===== src/drive_fault_consts.vh =====
// Purpose: Shared constants of the drive fault supervisor
// Assumes: 10 MHz ref_clk
// Notes: Fault codes are the decimal fault number in binary
`ifndef DRIVE_FAULT_CONSTS_VH
`define DRIVE_FAULT_CONSTS_VH

`define CLK_HZ 10000000
`define ALARM_DELAY_MS 300
`define MS_PER_S 1000
`define ALARM_DELAY_CYC ((`CLK_HZ / `MS_PER_S) * `ALARM_DELAY_MS)
`define MS_TICK_CYC (`CLK_HZ / `MS_PER_S)

`define FUNC_EXT_FAULT 8'h0C
`define FUNC_RESTART_INHIBIT 8'h0D
`define FUNC_FAULT_RESET 8'h12
`define FUNC_ALARM 8'h05

`define RSP_RISE_STOP 2'h0
`define RSP_FALL_STOP 2'h1
`define RSP_RISE_ONLY 2'h2
`define HCLR_SEL_A 2'h0
`define HCLR_SEL_B 2'h2

`define OC_RETRY_MAX 5'h03
`define OV_RETRY_MAX 5'h03
`define UV_RETRY_MAX 5'h10

`define CODE_NONE 8'h00
`define CODE_OC_BASE 8'h01
`define CODE_OV 8'h07
`define CODE_UV 8'h09
`define CODE_EXT 8'h0C
`define CODE_INHIBIT 8'h0D
`define CODE_MAINS_OV 8'h0F

`define REC_W 96
`define REC_CNT_LSB 88
`define REC_CODE_LSB 80
`define HIST_SLOT_NEWEST 2'h0
`define HIST_SLOT_MID 2'h1
`define HIST_SLOT_OLDEST 2'h2

`endif


===== src/fault_history_mem.v =====
// Purpose: Three-slot fault record history, newest first
// Assumes: One write or clear per cycle
// Notes: Read data registered, one cycle after rdSlot
`timescale 1ns/1ps
`include "drive_fault_consts.vh"

module fault_history_mem (
  input wire ref_clk,
  input wire rst,
  input wire wrEn,
  input wire [`REC_W-1:0] wrRecord,
  input wire clearAll,
  input wire [1:0] rdSlot,
  output reg [`REC_W-1:0] rdRecord_ff
);

reg [`REC_W-1:0] slot0_ff;
reg [`REC_W-1:0] slot1_ff;
reg [`REC_W-1:0] slot2_ff;

////////////////////////////////////////////////////////////////////////
always @(posedge ref_clk)
begin
  if (rst || clearAll)
  begin
    slot0_ff <= {`REC_W{1'b0}};
    slot1_ff <= {`REC_W{1'b0}};
    slot2_ff <= {`REC_W{1'b0}};
  end
  else if (wrEn)
  begin
    slot0_ff <= wrRecord;
    slot1_ff <= slot0_ff;
    slot2_ff <= slot1_ff;  // Oldest drops out
  end
end

always @(posedge ref_clk)
begin
  if (rst)
    rdRecord_ff <= {`REC_W{1'b0}};
  else
  begin
    case (rdSlot)
      `HIST_SLOT_NEWEST: rdRecord_ff <= slot0_ff;
      `HIST_SLOT_MID: rdRecord_ff <= slot1_ff;
      `HIST_SLOT_OLDEST: rdRecord_ff <= slot2_ff;
      default: rdRecord_ff <= {`REC_W{1'b0}};
    endcase
  end
end

endmodule // fault_history_mem


===== src/drive_fault_supervisor.v =====
// Purpose: Fault latch, alarm, reset and auto-restart supervision
// Assumes: Inputs synchronous to ref_clk; rst is the power-on reset
// Notes: Supply off-on cycle is modelled by rst
`timescale 1ns/1ps
`include "drive_fault_consts.vh"

module drive_fault_supervisor #(
  parameter [31:0] ALARM_DELAY = `ALARM_DELAY_CYC,
  parameter [31:0] MS_TICK = `MS_TICK_CYC
) (
  input wire ref_clk,
  input wire rst,
  input wire [5:0] digIn,
  input wire [47:0] digInFuncSel,
  input wire [7:0] digOut11Sel,
  input wire [7:0] digOut12Sel,
  input wire [1:0] resetResponseSelect,
  input wire [1:0] historyClearSelect,
  input wire historyClearApply,
  input wire restartLimitSelect,
  input wire [15:0] supplyLossTime,
  input wire stopKey,
  input wire forwardRunCommand,
  input wire reverseRunCommand,
  input wire supplyPresent,
  input wire overcurrentDetect,
  input wire overvoltageDetect,
  input wire mainsOvervoltageDetect,
  input wire undervoltageDetect,
  input wire [1:0] operatingState,
  input wire [15:0] outputFrequency,
  input wire [15:0] outputCurrent,
  input wire [15:0] dcLinkVoltage,
  input wire [15:0] runHours,
  input wire [15:0] powerOnHours,
  input wire [1:0] historySlotSelect,
  output wire [`REC_W-1:0] historyRecord,
  output reg signallingRelay_ff,
  output reg digOut11_ff,
  output reg digOut12_ff,
  output reg faultAlarmOutput_ff,
  output reg faultPresent_ff,
  output reg [7:0] faultCode_ff,
  output reg serialReportValid_ff,
  output reg [7:0] serialReportCode_ff,
  output reg restartPulse_ff,
  output reg motorEnable_ff
);

////////////////////////////////////////////////////////////////////////
function anyFunc;
  input [47:0] sels;
  input [5:0] pins;
  input [7:0] code;
  integer i;
  begin
    anyFunc = 1'b0;
    for (i = 0; i < 6; i = i + 1)
      if (sels[i*8 +: 8] == code && pins[i])
        anyFunc = 1'b1;
  end
endfunction

function [4:0] bump;
  input [4:0] cnt;
  begin
    bump = (cnt == 5'h1F) ? cnt : cnt + 5'h01;
  end
endfunction

////////////////////////////////////////////////////////////////////////
reg [7:0] faultCount_ff;
reg [31:0] alarmCnt_ff;
reg [31:0] msCnt_ff;
reg [15:0] downMs_ff;
reg [4:0] ocTries_ff;
reg [4:0] ovTries_ff;
reg [4:0] uvTries_ff;
reg resetPrev_ff;
reg ocPrev_ff;
reg ovPrev_ff;
reg uvPrev_ff;
reg supplyPrev_ff;
reg scanDone_ff;
reg stopHold_ff;
reg [7:0] nxt_code;
reg nxt_raise;
reg nxt_restart;

wire runCmd = forwardRunCommand | reverseRunCommand;
wire extFault = anyFunc(digInFuncSel, digIn, `FUNC_EXT_FAULT);
wire inhibitIn = anyFunc(digInFuncSel, digIn, `FUNC_RESTART_INHIBIT);
wire resetIn = anyFunc(digInFuncSel, digIn, `FUNC_FAULT_RESET);
wire resetRise = resetIn & ~resetPrev_ff;
wire resetFall = ~resetIn & resetPrev_ff;
wire rspFall = (resetResponseSelect == `RSP_FALL_STOP);
wire resetEdge = rspFall ? resetFall : resetRise;
wire resetStops = (resetResponseSelect != `RSP_RISE_ONLY);
wire ackReset = resetEdge | stopKey;
wire ocEvent = overcurrentDetect & ~ocPrev_ff;
wire ovEvent = (overvoltageDetect | mainsOvervoltageDetect) & ~ovPrev_ff;
wire uvEvent = undervoltageDetect & ~uvPrev_ff;
wire supplyBack = supplyPresent & ~supplyPrev_ff;
wire longLoss = (downMs_ff >= supplyLossTime);
wire inhibitClear = stopKey | resetIn | ~runCmd;
wire isInhibit = (faultCode_ff == `CODE_INHIBIT);
wire clearFault = faultPresent_ff & (ackReset | (isInhibit & inhibitClear));
wire msTick = (msCnt_ff == MS_TICK - 32'h1);
wire histClear = historyClearApply & ((historyClearSelect == `HCLR_SEL_A) |
  (historyClearSelect == `HCLR_SEL_B));
wire [7:0] ocCode = `CODE_OC_BASE + {6'h00, operatingState};
wire [7:0] ovCode = mainsOvervoltageDetect ? `CODE_MAINS_OV : `CODE_OV;
wire uvLimited = ~restartLimitSelect;
wire [`REC_W-1:0] newRecord = {faultCount_ff + 8'h01, nxt_code, outputFrequency,
  outputCurrent, dcLinkVoltage, runHours, powerOnHours};

////////////////////////////////////////////////////////////////////////
// Fault arbitration; one new fault at a time, first latched wins
always @*
begin
  nxt_code = `CODE_NONE;
  nxt_raise = 1'b0;
  nxt_restart = 1'b0;
  if (!faultPresent_ff)
  begin
    if (extFault)
    begin
      nxt_code = `CODE_EXT;
      nxt_raise = 1'b1;
    end
    else if (supplyBack && runCmd && inhibitIn)
    begin
      nxt_code = `CODE_INHIBIT;
      nxt_raise = 1'b1;
    end
    else if (ocEvent)
    begin
      if (ocTries_ff < `OC_RETRY_MAX)
        nxt_restart = 1'b1;
      else
      begin
        nxt_code = ocCode;
        nxt_raise = 1'b1;
      end
    end
    else if (ovEvent)
    begin
      if (ovTries_ff < `OV_RETRY_MAX)
        nxt_restart = 1'b1;
      else
      begin
        nxt_code = ovCode;
        nxt_raise = 1'b1;
      end
    end
    else if (uvEvent || (supplyBack && !longLoss))
    begin
      if (!uvLimited || uvTries_ff < `UV_RETRY_MAX)
        nxt_restart = runCmd;
      else
      begin
        nxt_code = `CODE_UV;
        nxt_raise = 1'b1;
      end
    end
    else if (supplyBack && longLoss && runCmd)
      nxt_restart = 1'b1;
  end
end

////////////////////////////////////////////////////////////////////////
always @(posedge ref_clk)
begin
  if (rst)
  begin
    faultPresent_ff <= 1'b0;  // Power cycle acknowledges
    faultCode_ff <= `CODE_NONE;
    faultCount_ff <= 8'h00;
    ocTries_ff <= 5'h00;
    ovTries_ff <= 5'h00;
    uvTries_ff <= 5'h00;
    restartPulse_ff <= 1'b0;
    serialReportValid_ff <= 1'b0;
    serialReportCode_ff <= `CODE_NONE;
  end
  else
  begin
    restartPulse_ff <= nxt_restart;
    serialReportValid_ff <= nxt_raise;
    if (nxt_raise)
      serialReportCode_ff <= nxt_code;
    if (histClear)
      faultCount_ff <= 8'h00;
    else if (nxt_raise)
      faultCount_ff <= faultCount_ff + 8'h01;
    if (nxt_raise)
    begin
      faultPresent_ff <= 1'b1;  // Latched past input release
      faultCode_ff <= nxt_code;
    end
    else if (clearFault)
    begin
      faultPresent_ff <= 1'b0;
      faultCode_ff <= `CODE_NONE;
    end
    // Counters restart on acknowledge or healthy running
    if (clearFault || ackReset || (motorEnable_ff && !overcurrentDetect &&
      !overvoltageDetect && !undervoltageDetect && msTick))
    begin
      ocTries_ff <= 5'h00;
      ovTries_ff <= 5'h00;
      uvTries_ff <= 5'h00;
    end
    else if (nxt_restart)
    begin
      if (ocEvent)
        ocTries_ff <= bump(ocTries_ff);
      else if (ovEvent)
        ovTries_ff <= bump(ovTries_ff);
      else if (uvEvent || supplyBack)
        uvTries_ff <= bump(uvTries_ff);
    end
  end
end

////////////////////////////////////////////////////////////////////////
// Edge history and supply-down timer in ms ticks
always @(posedge ref_clk)
begin
  if (rst)
  begin
    resetPrev_ff <= 1'b0;
    ocPrev_ff <= 1'b0;
    ovPrev_ff <= 1'b0;
    uvPrev_ff <= 1'b0;
    supplyPrev_ff <= 1'b1;
    msCnt_ff <= 32'h0;
    downMs_ff <= 16'h0000;
  end
  else
  begin
    resetPrev_ff <= resetIn;
    ocPrev_ff <= overcurrentDetect;
    ovPrev_ff <= overvoltageDetect | mainsOvervoltageDetect;
    uvPrev_ff <= undervoltageDetect;
    supplyPrev_ff <= supplyPresent;
    msCnt_ff <= msTick ? 32'h0 : msCnt_ff + 32'h1;
    if (supplyBack)
      downMs_ff <= 16'h0000;
    else if (!supplyPresent && msTick && downMs_ff != 16'hFFFF)
      downMs_ff <= downMs_ff + 16'h0001;
  end
end

////////////////////////////////////////////////////////////////////////
// Alarm delay; the count delays the alarm output and outputs 11/12, not the relay
always @(posedge ref_clk)
begin
  if (rst)
  begin
    alarmCnt_ff <= 32'h0;
    faultAlarmOutput_ff <= 1'b0;
    scanDone_ff <= 1'b0;
    signallingRelay_ff <= 1'b0;
    digOut11_ff <= 1'b0;
    digOut12_ff <= 1'b0;
  end
  else
  begin
    scanDone_ff <= 1'b1;
    if (!faultPresent_ff)
    begin
      alarmCnt_ff <= 32'h0;
      faultAlarmOutput_ff <= 1'b0;
    end
    else if (alarmCnt_ff >= ALARM_DELAY - 32'h1)
      faultAlarmOutput_ff <= 1'b1;
    else
      alarmCnt_ff <= alarmCnt_ff + 32'h1;
    // Relay is fail-safe: energized only when healthy
    signallingRelay_ff <= scanDone_ff & ~faultPresent_ff & ~faultAlarmOutput_ff;
    digOut11_ff <= (digOut11Sel == `FUNC_ALARM) & faultAlarmOutput_ff;
    digOut12_ff <= (digOut12Sel == `FUNC_ALARM) & faultAlarmOutput_ff;
  end
end

////////////////////////////////////////////////////////////////////////
// Motor enable; stopping resets hold until run command drops
always @(posedge ref_clk)
begin
  if (rst)
  begin
    stopHold_ff <= 1'b0;
    motorEnable_ff <= 1'b0;
  end
  else
  begin
    if ((resetEdge && resetStops) || stopKey)
      stopHold_ff <= 1'b1;
    else if (!runCmd)
      stopHold_ff <= 1'b0;
    // Fault reset sets no hold in mode 02, so run resumes at once
    motorEnable_ff <= runCmd & ~faultPresent_ff & ~nxt_raise & ~stopHold_ff &
      ~((resetEdge && resetStops) || stopKey) & supplyPresent;
  end
end

////////////////////////////////////////////////////////////////////////
fault_history_mem u_history (
  .ref_clk(ref_clk),
  .rst(rst),
  .wrEn(nxt_raise),
  .wrRecord(newRecord),
  .clearAll(histClear),
  .rdSlot(historySlotSelect),
  .rdRecord_ff(historyRecord)
);

endmodule // drive_fault_supervisor


===== config.mk =====
export PLATFORM = sky130hd
export DESIGN_NAME = drive_fault_supervisor
export DESIGN_NICKNAME = d
export VERILOG_FILES = /design/src/fault_history_mem.v /design/src/drive_fault_supervisor.v
export VERILOG_INCLUDE_DIRS = /design/src /design/src/src
export SDC_FILE = /design/constraint.sdc
export NUM_CORES = 1
export LEC_CHECK = 0
export ABC_AREA = 1
export ABC_CLOCK_PERIOD_IN_PS = 4050
export BUFFER_PORTS_ARGS = -buffer_cell sky130_fd_sc_hd__buf_2
export CAP_MARGIN = 20
export CORE_MARGIN = 5
export CORE_UTILIZATION = 25
export CTS_CLUSTER_DIAMETER = 40
export DETAILED_ROUTE_END_ITERATION = 10
export MAX_ROUTING_LAYER = met4
export SYNTH_ARGS = -nofsm -noshare
export SYNTH_HDL_FRONTEND = slang
export SYNTH_SLANG_ARGS = --single-unit

===== constraint.sdc =====
create_clock -name ref_clk -period 4.05 [get_ports ref_clk]
set_clock_uncertainty 0.1 [all_clocks]
set_input_delay 0 -clock ref_clk [delete_from_list [all_inputs] [get_ports ref_clk]]
set_output_delay 0 -clock ref_clk [all_outputs]
set_load 0.03 [all_outputs]

Yosys cells after proc, flatten, opt, wreduce, memory -nomap -nowiden
Index checks and enable logic that the tools add are counted.
{ "totals": {"ff_bits": 518, "inputBits": 186} }
{ "classes": {"add_sub_neg": 8, "n_bitwise": 42, "reduce_logical": 53, "n_eq_ne": 32, "n_lt_le_gt_ge": 5, "mux": 56} }
{ "ops": {"columns": ["operator", "n"], "rows": [
  ["$pmux W96 S3", 1],
  ["$eq A8 B4 Y1 const B", 13],
  ["$add A32 B1 Y32 const B", 2],
  ["$mux W8", 7],
  ["$eq A8 B5 Y1 const B", 6],
  ["$mux W1", 43],
  ["$eq A32 B14 Y1 const B", 1],
  ["$ge A32 B22 Y1 const B", 1],
  ["$logic_and A1 B1 Y1", 30],
  ["$and A1 B1 Y1", 18],
  ["$not A1 Y1", 17],
  ["$add A16 B1 Y16 const B", 1],
  ["$eq A8 B3 Y1 const B", 2],
  ["$ge A16 B16 Y1", 1],
  ["$mux W4", 4],
  ["$ne A16 B16 Y1 const B", 1],
  ["$add A5 B1 Y5 const B", 3],
  ["$eq A5 B5 Y1 const B", 3],
  ["$lt A5 B2 Y1 const B", 2],
  ["$reduce_or A2 Y1", 5],
  ["$add A8 B1 Y8 const B", 1],
  ["$logic_or A1 B1 Y1", 7],
  ["$or A1 B1 Y1", 7],
  ["$logic_not A1 Y1", 5],
  ["12 further kinds", 15]
]} }

Depth between registers and ports, before layout
Gate-level depths: netlist of run 1.
{ "logic_depth": {"word_depth": 17, "depth_mapped": 20, "ltp_nobuf": 19} }

By module
Synthesis of run 1 repeated with hierarchy kept, for this count alone.
{ "hier_totals": {"cells_unflattened": 3075, "hier_area_um2": 22575.4} }
{ "by_module_without_submodules": {"columns": ["module", "cells_per_inst", "area_each_um2", "instances"], "rows": [
  ["fault_history_mem", 1987, 15188.3, 1],
  ["drive_fault_supervisor", 1088, 7387.1, 1]
]} }

Worst setup path before layout of run 1
OpenSTA, ideal clock, no wires.
{ "synth_timing": {"path_kind": "reg-to-reg", "from": "register downMs_ff[7]", "to": "register u_history.slot1_ff[77]", "n_path_buf": 2, "setup_time_ns": 0.116, "path_stages_with_launch": 18, "t_required_ns": 3.834, "setup_slack_ns": 1.873, "arrival_ns": 1.961, "path_cell_list": "dfxtp_1 > ha_1 > nand2_1 > inv_1 > nand2_1 > nand2_1 > nor2_1 > nand2_1 > nand2_1 > nand2_1 > nand2_1 > nand3_1 > nand3_4 > nand2_4 > buf_4 > buf_4 > o21ai_0 > nor2_1"} }
{ "synth_between": {"elab_chain_len": 10} }
{ "synth_rtl": {"columns": ["element", "line_no", "source"], "rows": [
  ["start: declaration", "drive_fault_supervisor.v:75", "reg [15:0] downMs_ff;"],
  ["start signal: assignment", "drive_fault_supervisor.v:251", "downMs_ff <= downMs_ff + 16'h0001;"],
  ["$ge A16 B16 Y1", "drive_fault_supervisor.v:104", "wire longLoss = (downMs_ff >= supplyLossTime);"],
  ["$logic_not A1 Y1", "drive_fault_supervisor.v:156", "else if (uvEvent || (supplyBack && !longLoss))"],
  ["$logic_and A1 B1 Y1", "drive_fault_supervisor.v:156", null],
  ["$logic_or A1 B1 Y1", "drive_fault_supervisor.v:156", null],
  ["$mux W1", "drive_fault_supervisor.v:156", null],
  ["$mux W1", "drive_fault_supervisor.v:146", "else if (ovEvent)"],
  ["$mux W1", "drive_fault_supervisor.v:136", "else if (ocEvent)"],
  ["$mux W1", "drive_fault_supervisor.v:131", "else if (supplyBack && runCmd && inhibitIn)"],
  ["$mux W1", "drive_fault_supervisor.v:126", "if (extFault)"],
  ["$mux W1", "drive_fault_supervisor.v:124", "if (!faultPresent_ff)"],
  ["end signal: assignment", "fault_history_mem.v:27", "slot1_ff <= {`REC_W{1'b0}};"],
  ["end signal: assignment", "fault_history_mem.v:33", "slot1_ff <= slot0_ff;"],
  ["end: declaration", "fault_history_mem.v:18", "reg [`REC_W-1:0] slot1_ff;"]
]} }
No other way between the ends.
A chain may end at the register's enable or synchronous reset.

Worst setup path in the final report of run 1
{ "layout_timing": {"from": "input digInFuncSel[25]", "to": "register motorEnable_ff"} }
{ "layout_between": {"elab_chain_len": 14, "word_cells_on_any_way": 31, "cone_classes": "3 x eq/ne; 13 x mux; 9 x bitwise; 6 x reduce/logical"} }
{ "layout_rtl": {"columns": ["element", "line_no", "source"], "rows": [
  ["start: declaration", "drive_fault_supervisor.v:14", "input wire [47:0] digInFuncSel,"],
  ["$eq A8 B4 Y1", "drive_fault_supervisor.v:59", "if (sels[i*8 +: 8] == code && pins[i])"],
  ["$logic_and A1 B1 Y1", "drive_fault_supervisor.v:59", null],
  ["$mux W1 (3 in a row)", "drive_fault_supervisor.v:59", null],
  ["$logic_and A1 B1 Y1", "drive_fault_supervisor.v:131", null],
  ["$mux W1", "drive_fault_supervisor.v:131", null],
  ["$mux W1", "drive_fault_supervisor.v:126", null],
  ["$mux W1", "drive_fault_supervisor.v:124", null],
  ["$not A1 Y1", "drive_fault_supervisor.v:303", "motorEnable_ff <= runCmd & ~faultPresent_ff & ~nxt_raise & ~stopHold_ff &"],
  ["$and A1 B1 Y1 (2 in a row)", "drive_fault_supervisor.v:303", null],
  ["$and A1 B1 Y1 *", "drive_fault_supervisor.v:303", null],
  ["$and A1 B1 Y1 *", "drive_fault_supervisor.v:304", "~((resetEdge && resetStops) || stopKey) & supplyPresent;"],
  ["end signal: assignment", "drive_fault_supervisor.v:303", null],
  ["end: declaration", "drive_fault_supervisor.v:47", "output reg motorEnable_ff"]
]} }
Mark *: on every way between the ends. The rest lies on a longest branch, timed or not.

==> results of run 1 <==
-- state kept, by name, summed over array words and instances, names as in the netlist, 7 cells and up --
name / flops
u_history.rdRecord_ff: 92
u_history.slot1_ff: 92
u_history.slot2_ff: 92
u_history.slot0_ff: 85
alarmCnt_ff: 32
msCnt_ff: 32
downMs_ff: 16
faultCount_ff: 7
-- report_power, final --
group	switching, mW	leakage (nW)	internal (mW)	total [mW]
Combinational	0.489	6.58	0.316	0.805
Sequential	0.0495	3.92	4.88	4.93
Clock	2.72	1.52	4.99	7.71
-- worst max-delay path: stages --
cell and delay, ns:
dlygate4sd3_1 0.53, buf_2 0.13, nand4_1 0.09, dlygate4sd3_1 0.55, nand2_1 0.04, dlygate4sd3_1 0.55, nor2_1 0.22, nand3_1 0.13
a21oi_1 0.34, o21ai_0 0.12, dlygate4sd3_1 0.57, nor2_1 0.09, dlygate4sd3_1 0.55
-- cell usage after synthesis (11+ instances only) --
cell and instances:
ha_1 27, nor2_1 668, nand4_1 42, buf_2 43
dfxtp_1 486, buf_1 11, o21ai_0 287, inv_1 272
nor3_1 44, xnor2_1 12, nand2_1 625, buf_4 28
clkbuf_1 71, nand3_1 161, a21oi_1 87, nor4_1 14
xor2_1 35
-- cells in the final DEF, fill, tap and decap left out, types with 3 or more instances in the layout --
master and n:
nand3_1 161, clkbuf_16 89, clkbuf_1 8, inv_1 271, dfxtp_1 486, nor3_1 44
nor2_2 3, dlygate4sd3_1 135, bufinv_16 12, buf_2 292, o21a_1 3, clkinv_8 3
clkbuf_8 6, xnor2_1 12, inv_2 3, conb_1 12, nor2_1 666, nor3b_1 5
nor4_1 14, clkinv_2 9, buf_12 13, buf_4 10, ha_1 27, a21oi_1 86
nand4_1 42, o21ai_0 287, xor2_1 35, clkinvlp_4 10, nand2_1 625, clkinv_4 16
inv_6 9
-- cells by family after synthesis --
group                      after synthesis
and+or+nand+nor                       1572
DFF                                    486
buffers and inverters                  434
AOI/OAI and AO/OA                      383
xor gates and xnor gates                47
adders and majority gates               27
other                                    1
-- how the worst max path moves through the flow --
stage                              to  depth (start not counted)
6_report               motorEnable_ff                         13
5_1_grt                motorEnable_ff                         13
4_1_cts         u_history.slot0_ff[7]                         16
3_5_place_dp    u_history.slot0_ff[1]                         16
3_3_place_gp    u_history.slot0_ff[1]                         16
2_1_floorplan  u_history.slot1_ff[77]                         17
-- layout make-up --
class                           count  area share
Clock inverter                     62      0.0299
Timing Repair Buffer              450       0.114
Tap cell                         1070      0.0485
Antenna cell                        1   0.0000907
Clock buffer                      103      0.0848
Inverter                          278      0.0382
Sequential cell                   486       0.353
Multi-Input combinational cell   2041       0.331
-- what timing repair did --
action | in CTS | in global routing
gates resized for setup | 0 | 0
hold endpoints to repair | 204 | 0
hold buffers | 135 | 0
-- metal layers --
| metal | vias to the layer above | part of all wire | track usage | wire [um] |
|---|---|---|---|---|
| met5 | - | 0 | - | 0 |
| met4 | 0 | 0.030 | 0.0494 | 1770 |
| met3 | 141 | 0.046 | 0.0244 | 2740 |
| met2 | 388 | 0.46 | 0.213 | 27000 |
| met1 | 8627 | 0.47 | 0.168 | 27700 |
| li1 | 10100 | - | - | - |
==> reports/metrics.yaml, run 1 <==
outcome: "finished clean"
synth_top_area_cell: "dfxtp_1"
power_mw: 13.4
final.period_utilization: 0.851
dpl_cell_area_sq_mm: 0.0231
cts.htree.levels: 3
hold_viol_final: 0
cp-end-kind: "flip-flop"
first_pass_iters: 5
synthMuxAreaShare: 0
cap_violations: 0
cts_tree: "yes"
drtIter0Drc: 1078
final_nets: 3559
clkLatencyLatePin_ns: 0.63
critPathArrivalTime_ns: 3.92
whs_path_depth: 7
rr_endpoint: "u_history.slot0_ff[14]"
via_per_inst: 4.29
ys.flop_type: "dfxtp_1"
num_io_pins: 306
synth_cell_types: 37
p_leak_nw: 12.0
cp-startpoint: "digInFuncSel[25]"
criticalPathCategory: "in2reg"
setup_viol_count_final: 0
reg2reg_slack_ns: 0.64
synthAdderAreaFrac: 0.0164
final_cells: 4491
regArea_sq_mm: 0.00973
hold_end: "u_history.rdRecord_ff[42]"
drive_gt1_frac: 0.143
vias: 19300
hold_path_class: "in2reg"
tightest_slew_ns: 0.788
final_area_sq_mm: 0.0276
coreArea_sq_mm: 0.0818
rsz0062_at_grt: "false"
p_per_area_mw_per_mm2: 487
syn_area_sq_mm: 0.0206
ys_seq_area_frac: 0.472
clock_path_buffers: 3
synth-edff-count: 0
rr_worst_depth: 16
grt_pass1_vias: 18500
final_util: 0.337
worstSetupStartpointType: "input port"
r2r-start: "downMs_ff[0]"
slew_headroom: 0.474
portBuffers: 292
synth-compound-area-share: 0.0941
pre_cts_slack_ns: 1.11
syn_area_per_cell_sq_um: 6.99
post_drt_wl_per_cell_um: 13.2
grt_max_degree: 119
start_util: 0.252
syn_inst: 2950
numCtsBuffers: 89
route.antenna.remaining_nets: 0
yosysWarnings: 0
synth.area.top_cells: "dfxtp_1 (47%), nor2_1 (12%), nand2_1 (11%), o21ai_0 (7.0%), inv_1 (5.0%)"
synthXorXnorAreaFrac: 0.0200
rows: 105
period_minus_slack_ns: 3.45
max_clock_freq_ghz: 0.290
place.gp.congestion: 0.854
ys_seq_elements: 486
hpwl_mm: 37.4
holdCritStartpoint: "historySlotSelect[0]"
grt_pass1_wl_mm: 95.9
cts_sinks: 486
die_h_um: 297
clk_pin_slew_ns: 0.05
dp.cells: 4190
vdd_drop_max_v: 0.000333
clock-root-buffer: "clkbuf_16"
drc_errors: 0
path_max_fanout: 4
area.growth.synth_to_final_pct: 33.8
yosys.area_share.simple: 0.309
floorplan.die.width_um: 297
fill_cells: 8701
worst_hold_slack_ns: 0.0357
finalWirelength_mm: 59.2
cp.required_ns: 4.52
final.setup.tns_ns: 0
multi_input_area_sq_mm: 0.00914
die-area_sq_mm: 0.0883
antenna_found_initial: 3
synth_top_family_by_area: "simple AND/OR/NAND/NOR gates"
slew_violations: 0
fin_ws_ns: 0.603
overflow: 0
yosysTopAreaCellShare: 0.472
async_reset_ff_frac: 0
cts_setup_buffers: 0
grt_usage: 0.133
No activity file was read; power rests on OpenSTA's default activity.
==> run 2, diff against run 1 <==
--- a/config.mk
+++ b/config.mk
@@ -7,14 +7,16 @@
 export NUM_CORES = 1
 export LEC_CHECK = 0
 export ABC_AREA = 1
-export ABC_CLOCK_PERIOD_IN_PS = 4050
 export BUFFER_PORTS_ARGS = -buffer_cell sky130_fd_sc_hd__buf_2
 export CAP_MARGIN = 20
+export CELL_PAD_IN_SITES_DETAIL_PLACEMENT = 0
+export CELL_PAD_IN_SITES_GLOBAL_PLACEMENT = 1
 export CORE_MARGIN = 5
 export CORE_UTILIZATION = 25
 export CTS_CLUSTER_DIAMETER = 40
 export DETAILED_ROUTE_END_ITERATION = 10
 export MAX_ROUTING_LAYER = met4
+export PLACE_DENSITY_LB_ADDON = 0.1
 export SYNTH_ARGS = -nofsm -noshare
 export SYNTH_HDL_FRONTEND = slang
 export SYNTH_SLANG_ARGS = --single-unit
==> run 2 against run 1 <==
  * Via count up 1.8%
  * Routed wire length up 11%
  * Final cell count up 0.42%
  * Critical path type unchanged
  * Critical endpoint is now faultPresent_ff
  * Largest cell class unchanged
  * Highest routed layer unchanged
==> reports/metrics.yaml, run 2 (synthesis gave the netlist of run 1 again) <==
antenna_found_initial: 0  # -3
p_sw_mw: 3.35  # +3.0%
clock-root-buffer: "clkbuf_16"
pre_cts_slack_ns: 0.998  # -0.116 ns
grt_pass1_vias: 19800  # +7.4%
p_clk_frac: 0.609  # +0.036
tightest_slew_ns: 0.926  # +0.138 ns
period_minus_slack_ns: 3.84  # +0.389 ns
finalWirelength_mm: 65.4  # +11%
final_nets: 3567  # +0.22%
cp.required_ns: 4.51  # about the same
die_h_um: 297  # unchanged
fill_cells: 8767  # +0.76%
cp_common_cell: "dlygate4sd3_1"
antenna-diode-count: 0  # -1
cts.htree.levels: 3  # unchanged
path_cells: "dlygate4sd3_1 -> buf_2 -> nor3b_1 -> dlygate4sd3_1 -> nand4_1 -> dlygate4sd3_1 -> nand2_1 -> dlygate4sd3_1 -> inv_1 -> nand2_1 -> nand2_1 -> nand2_1 -> nand3_2 -> dlygate4sd3_1 -> o22ai_1 -> dlygate4sd3_1"
clock_path_buffers: 3  # unchanged
critPathBufInv: 8  # +2
critical-path-max-stage-delay_ns: 0.57  # about the same
start_util: 0.252  # unchanged
rr_worst_depth: 15  # -1
whs_path_depth: 4  # -3
fin_ws_ns: 0.214  # -0.389 ns
rows: 105  # unchanged
overflow: 0  # unchanged
portBuffers: 292  # unchanged
cp-end-kind: "flip-flop"
reg_top3: "u_history.rdRecord_ff (92), u_history.slot1_ff (92), u_history.slot2_ff (92)"
final_cells: 4510  # +0.42%
grt_max_degree: 165  # +39%
vdd_drop_max_v: 0.000313  # -5.9%
comb_power_share: 0.055  # -0.005
grt_usage: 0.149  # +0.0158
critical_path_depth: 16  # +3
outcome: "finished clean"
cts_sinks: 486  # unchanged
mostFrequentLayoutCell: "nor2_1"
critPathArrivalTime_ns: 4.29  # +0.37 ns
crit_family: "buffers and inverters"
swShare: 0.229  # -0.0138
cap_violations: 0  # unchanged
grt_pass1_wl_mm: 106  # +10%
post_drt_wl_per_cell_um: 14.5  # +10%
route.antenna.remaining_nets: 0  # unchanged
hold_path_class: "in2reg"
p_per_area_mw_per_mm2: 523  # +7.3%
slew_headroom: 0.383  # -0.0917
final.setup.tns_ns: 0  # unchanged
via_per_inst: 4.35  # +1.4%
first_pass_iters: 4  # -1
crit_slowest_cell: "dlygate4sd3_1"
numCtsBuffers: 105  # +18%
dp.cells: 4193  # +0.072%
hpwl_mm: 40.8  # +8.9%
p_int_mw: 11.3  # +11%
worstSetupStartpointType: "input port"
p_leak_nw: 12.3  # +2.5%
clk_pin_slew_ns: 0.04  # about the same
final.period_utilization: 0.947  # +0.0961
drc_errors: 0  # unchanged
path_max_fanout: 4  # unchanged
vias: 19600  # +1.8%
power_mw: 14.7  # +9.2%
drtIter0Drc: 735  # -32%
slew_violations: 0  # unchanged
cts_tree: "yes"
coreArea_sq_mm: 0.0818  # unchanged
reg2reg_slack_ns: 0.63  # about the same
area.growth.synth_to_final_pct: 36.2
setup_viol_count_final: 0  # unchanged
rsz0062_at_grt: "false"
criticalPathCategory: "in2reg"
die-area_sq_mm: 0.0883  # unchanged
place.gp.congestion: 0.787  # -7.8%
clkLatencyLatePin_ns: 0.64  # about the same
hold_viol_final: 0  # unchanged
drive_gt1_frac: 0.149  # +0.00644
seqPwrFrac: 0.336  # -0.031
final_cell_mix: "nor2_1 (666), nand2_1 (625), dfxtp_1 (486)"
num_io_pins: 306  # unchanged
floorplan.die.width_um: 297  # unchanged
max_clock_freq_ghz: 0.261  # -10%
final_util: 0.343  # +0.00604
-- run 2: changes by cell type in the layout (fill, tap and decap cells not counted), moves of 2 or more --
cell | previous run | this run
buf_12 | 13 | 11
buf_4 | 10 | 16
clkinv_2 | 9 | 14
clkinv_8 | 3 | 0
clkinv_4 | 16 | 4
clkbuf_16 | 89 | 107
clkbuf_1 | 8 | 17
clkbuf_8 | 6 | 19
inv_6 | 9 | 5
bufinv_16 | 12 | 15
dlygate4sd3_1 | 135 | 122
-- run 2: tightest hold or removal path: stages --
cell and delay, ns:
dlygate4sd3_1 0.51, buf_2 0.09, o21ai_0 0.07, nor2_1 0.08
-- run 2: metrics by stage --
stage | area (sq um) | hold WS (ns)
global placement | 23000 | 0.0951
finish | 28100 | 0.0392
floorplan | 20600 | -0.0234
CTS | 28100 | 0.00172
detailed placement | 23100 | 0.0932
global route | 28100 | 0.0531
-- run 2: cell type report --
cell class	count	area, sq um	area share
inverters	278	1050	0.0376
well taps	1070	1340	0.0477
multi-input cells	2041	9150	0.326
clock inverters	50	762	0.0271
clock buffers	143	3000	0.107
flip-flops and latches	486	9730	0.347
repair buffers	442	3040	0.108
-- run 2: what timing repair did --
item | in CTS | in global routing
hold buffers | 123 | 0
endpoints found under the setup margin | 0 | 2
buffers inserted | 0 | 1
resized for setup | 0 | 3
hold endpoints to repair | 229 | 0
-- run 2: worst paths after layout --
kind | startpoint | end
setup / recovery | digInFuncSel[18] | faultPresent_ff
hold / removal | dcLinkVoltage[13] | u_history.slot0_ff[45]
setup reg to reg | downMs_ff[0] | faultPresent_ff
hold reg to reg | alarmCnt_ff[22] | alarmCnt_ff[22]
-- run 2: power groups by stage --
stage	Clock [mW]	Sequential, mW	Combinational, mW
5_1_grt	9.48	4.94	0.914
3_5_place_dp	0	5.02	0.730
6_report	8.93	4.93	0.806
2_1_floorplan	0	5.04	0.429
4_1_cts	9.22	4.93	0.822
3_3_place_gp	0	5.02	0.721
-- run 2: routing by layer --
metal / GRT usage / vias to the layer above / wire length, um
met5: - / - / 0
met4: 0.0462 / 0 / 1410
met3: 0.0281 / 92 / 2550
met2: 0.250 / 296 / 31400
met1: 0.182 / 9099 / 30100
li1: - / 10100 / -
==> run 3, diff against run 2 <==
--- a/config.mk
+++ b/config.mk
@@ -6,12 +6,10 @@
 export SDC_FILE = /design/constraint.sdc
 export NUM_CORES = 1
 export LEC_CHECK = 0
-export ABC_AREA = 1
 export BUFFER_PORTS_ARGS = -buffer_cell sky130_fd_sc_hd__buf_2
 export CAP_MARGIN = 20
 export CELL_PAD_IN_SITES_DETAIL_PLACEMENT = 0
 export CELL_PAD_IN_SITES_GLOBAL_PLACEMENT = 1
-export CORE_MARGIN = 5
 export CORE_UTILIZATION = 25
 export CTS_CLUSTER_DIAMETER = 40
 export DETAILED_ROUTE_END_ITERATION = 10
==> constraint.sdc (replaced) <==
create_clock -name ref_clk -period 3.27 [get_ports ref_clk]
set_clock_uncertainty 0.1 [all_clocks]
set_input_delay 0 -clock ref_clk [delete_from_list [all_inputs] [get_ports ref_clk]]
set_output_delay 0 -clock ref_clk [all_outputs]
set_load 0.03 [all_outputs]
==> run 3 against run 2 <==
  * Core utilization grew 0.44 points
  * Sequential share of layout area grew 0.11 points
  * Non-clock buffer count grew 23
  * Via count shrank 15%
  * Worst hold slack gained 0.021 ns
  * Power grew 20%
  * Die area shrank 6.4%
  * Combinational power shrank 8.4%
==> reports/metrics.yaml, run 3 <==
outcome: "finished clean"
setup_viol_count_final: 0  # unchanged
syn_area_per_cell_sq_um: 9.16  # +31%
slew_violations: 0  # unchanged
p_per_area_mw_per_mm2: 630  # +21%
cp-end-kind: "flip-flop"
clock-root-buffer: "clkbuf_16"
synth_top_area_cell: "dfxtp_1"
final.period_utilization: 0.878
cp.required_ns: 3.71  # -0.80 ns
final_util: 0.347  # +0.00440
syn_area_sq_mm: 0.0204  # -1.1%
criticalPathCategory: "reg2reg"
area.growth.synth_to_final_pct: 37.3
antenna_found_initial: 1  # +1
regArea_sq_mm: 0.00973  # unchanged
post_drt_wl_per_cell_um: 15.3  # +5.2%
grt_pass1_wl_mm: 92.2  # -13%
start_util: 0.253  # +0.00116
ctsResizeCount: 0  # unchanged
multi_input_area_sq_mm: 0.00979  # +7.0%
clk_pin_slew_ns: 0.05  # about the same
portBuffers: 292  # unchanged
worst_hold_slack_ns: 0.0598  # +0.0207 ns
drive_gt1_frac: 0.200  # +0.0506
reg_top3: "u_history.rdRecord_ff (92), u_history.slot1_ff (92), u_history.slot2_ff (92)"
coreArea_sq_mm: 0.0805  # -1.6%
path_max_fanout: 22  # +18
finalWirelength_mm: 58.2  # -11%
cts.htree.levels: 3  # unchanged
mostFrequentLayoutCell: "dfxtp_1"
drc_errors: 0  # unchanged
max_clock_freq_ghz: 0.348
final.setup.tns_ns: 0  # unchanged
final_cell_mix: "dfxtp_1 (486), nand2_1 (406), mux2i_1 (368)"
clock_path_buffers: 3  # unchanged
crit_slowest_cell: "dfxtp_1"
critical-path-max-stage-delay_ns: 0.31  # -0.26 ns
seqPwrFrac: 0.338  # +0.002
num_io_pins: 306  # unchanged
critical_path_depth: 10  # -6
rsz0062_at_grt: "false"
die-area_sq_mm: 0.0826  # -6.4%
grt_usage: 0.144  # -0.00515
clkLatencyLatePin_ns: 0.63  # about the same
final_nets: 2876  # -19%
async_reset_ff_frac: 0  # unchanged
synth-edff-count: 0  # unchanged
p_int_mw: 13.6  # +21%
p_sw_mw: 3.99  # +19%
slew_headroom: 0.377  # -0.00534
first_pass_iters: 5  # +1
grt_max_degree: 116  # -30%
synth_cell_types: 67  # +81%
worstSetupStartpointType: "flip-flop"
cts_sinks: 486  # unchanged
ys_seq_elements: 486  # unchanged
synthTopCellsByCount: "dfxtp_1 (486), nand2_1 (406), mux2i_1 (368), nor2_1 (286), a21oi_1 (120)"
overflow: 0  # unchanged
yosysMostFrequentCell: "dfxtp_1"
crit_family: "compound AO/OA/AOI/OAI gates"
ys_seq_area_frac: 0.478  # +0.00542
cap_violations: 0  # unchanged
floorplan.die.width_um: 287  # -3.2%
yosysTopAreaCellShare: 0.478  # +0.00542
dp.cells: 3493  # -17%
path_cells: "ha_1 -> a211oi_1 -> o21ai_0 -> a21oi_1 -> o21ai_0 -> and4_4 -> a21oi_4 -> buf_12 -> buf_12 -> mux2i_1"
hpwl_mm: 37.3  # -8.6%
route.antenna.remaining_nets: 0  # unchanged
p_leak_nw: 11.7  # -5.3%
hold_viol_final: 0  # unchanged
syn_inst: 2223  # -25%
rr_worst_depth: 10  # -5
swShare: 0.226  # -0.00217
via_per_inst: 4.39  # +1.0%
fin_ws_ns: 0.400  # +0.186 ns
critPathArrivalTime_ns: 3.31  # -0.98 ns
tightest_slew_ns: 0.934  # +0.00801 ns
pre_cts_slack_ns: 0.288  # -0.710 ns
yosysWarnings: 0  # unchanged
synth.area.top_cells: "dfxtp_1 (48%), mux2i_1 (18%), nand2_1 (7.5%), nor2_1 (5.3%), a21oi_1 (2.9%)"
vias: 16800  # -15%
period_minus_slack_ns: 2.87
drtIter0Drc: 621  # -16%
final_cells: 3815  # -15%
hold_path_class: "in2reg"
grt_pass1_vias: 17300  # -13%
comb_power_share: 0.042  # -0.013
rows: 104  # -0.95%
fill_cells: 8288  # -5.5%
critPathBufInv: 2  # -6
cts_tree: "yes"
ys.flop_type: "dfxtp_1"
place.gp.congestion: 0.754  # -4.2%
whs_path_depth: 4  # unchanged
vdd_drop_max_v: 0.000460  # +47%
p_clk_frac: 0.620  # +0.011
die_h_um: 287  # -3.2%
numCtsBuffers: 103  # -1.9%
[run 3: power by group through the flow]
| stage | clock network (mW) | registers, mW | logic (mW) |
|---|---|---|---|
| after floorplan | 0 | 6.09 | 0.357 |
| after global placement | 0 | 6.08 | 0.642 |
| after detailed placement | 0 | 6.08 | 0.643 |
| after CTS | 11.3 | 5.96 | 0.759 |
| after global routing | 11.6 | 5.96 | 0.809 |
| final | 10.9 | 5.97 | 0.738 |
[run 3: final cells by class]
| cell class | count | share of cell area |
|---|---|---|
| Antenna cell | 1 | 0.0000894 |
| Clock buffer | 129 | 0.101 |
| Clock inverter | 67 | 0.0309 |
| Inverter | 36 | 0.00483 |
| Multi-Input combinational cell | 1571 | 0.350 |
| Sequential cell | 486 | 0.348 |
| Tap cell | 1060 | 0.0474 |
| Timing Repair Buffer | 465 | 0.118 |
[run 3: worst paths after layout]
kind | slack (ns) | to | from
hold reg to reg | 0.33 | msCnt_ff[0] | msCnt_ff[0]
hold / removal | 0.06 | u_history.slot0_ff[15] | powerOnHours[15]
setup reg to reg | 0.40 | u_history.slot1_ff[7] | downMs_ff[2]
setup / recovery | 0.40 | u_history.slot1_ff[7] | downMs_ff[2]
[run 3: tightest hold or removal path, delay by kind of cell]
kind	cells	cell delay, ns
buf+inv	2	0.65
mux	1	0.06
simple gates	1	0.05
[run 3: metal layers]
layer,track usage,routed length [um]
met1,0.173,26400
met2,0.238,28100
met3,0.0288,2110
met4,0.0492,1560
met5,-,0
[run 3: per-stage QoR]
step | instance area (sq um) | power [mW]
after global placement | 23000 | 6.72
final | 28000 | 17.6
after detailed placement | 23000 | 6.72
after CTS | 28000 | 18.0
after global routing | 28000 | 18.3
after floorplan | 20400 | 6.45
[run 3: cells by family after synthesis]
logic type | Yosys count | share of synthesized area
AOI/OAI and AO/OA | 192 | 0.0548
buffers and inverters | 177 | 0.0457
muxes | 368 | 0.181
xor gates and xnor gates | 64 | 0.0275
DFF | 486 | 0.478
and+or+nand+nor | 908 | 0.197
other | 1 | 0.000184
adders and majority gates | 27 | 0.0166
[run 3: what timing repair did]
action	4_1_cts	5_1_grt
endpoints found under the setup margin	0	0
setup buffers	0	0
endpoints found under the hold margin	207	0
hold buffers	125	0
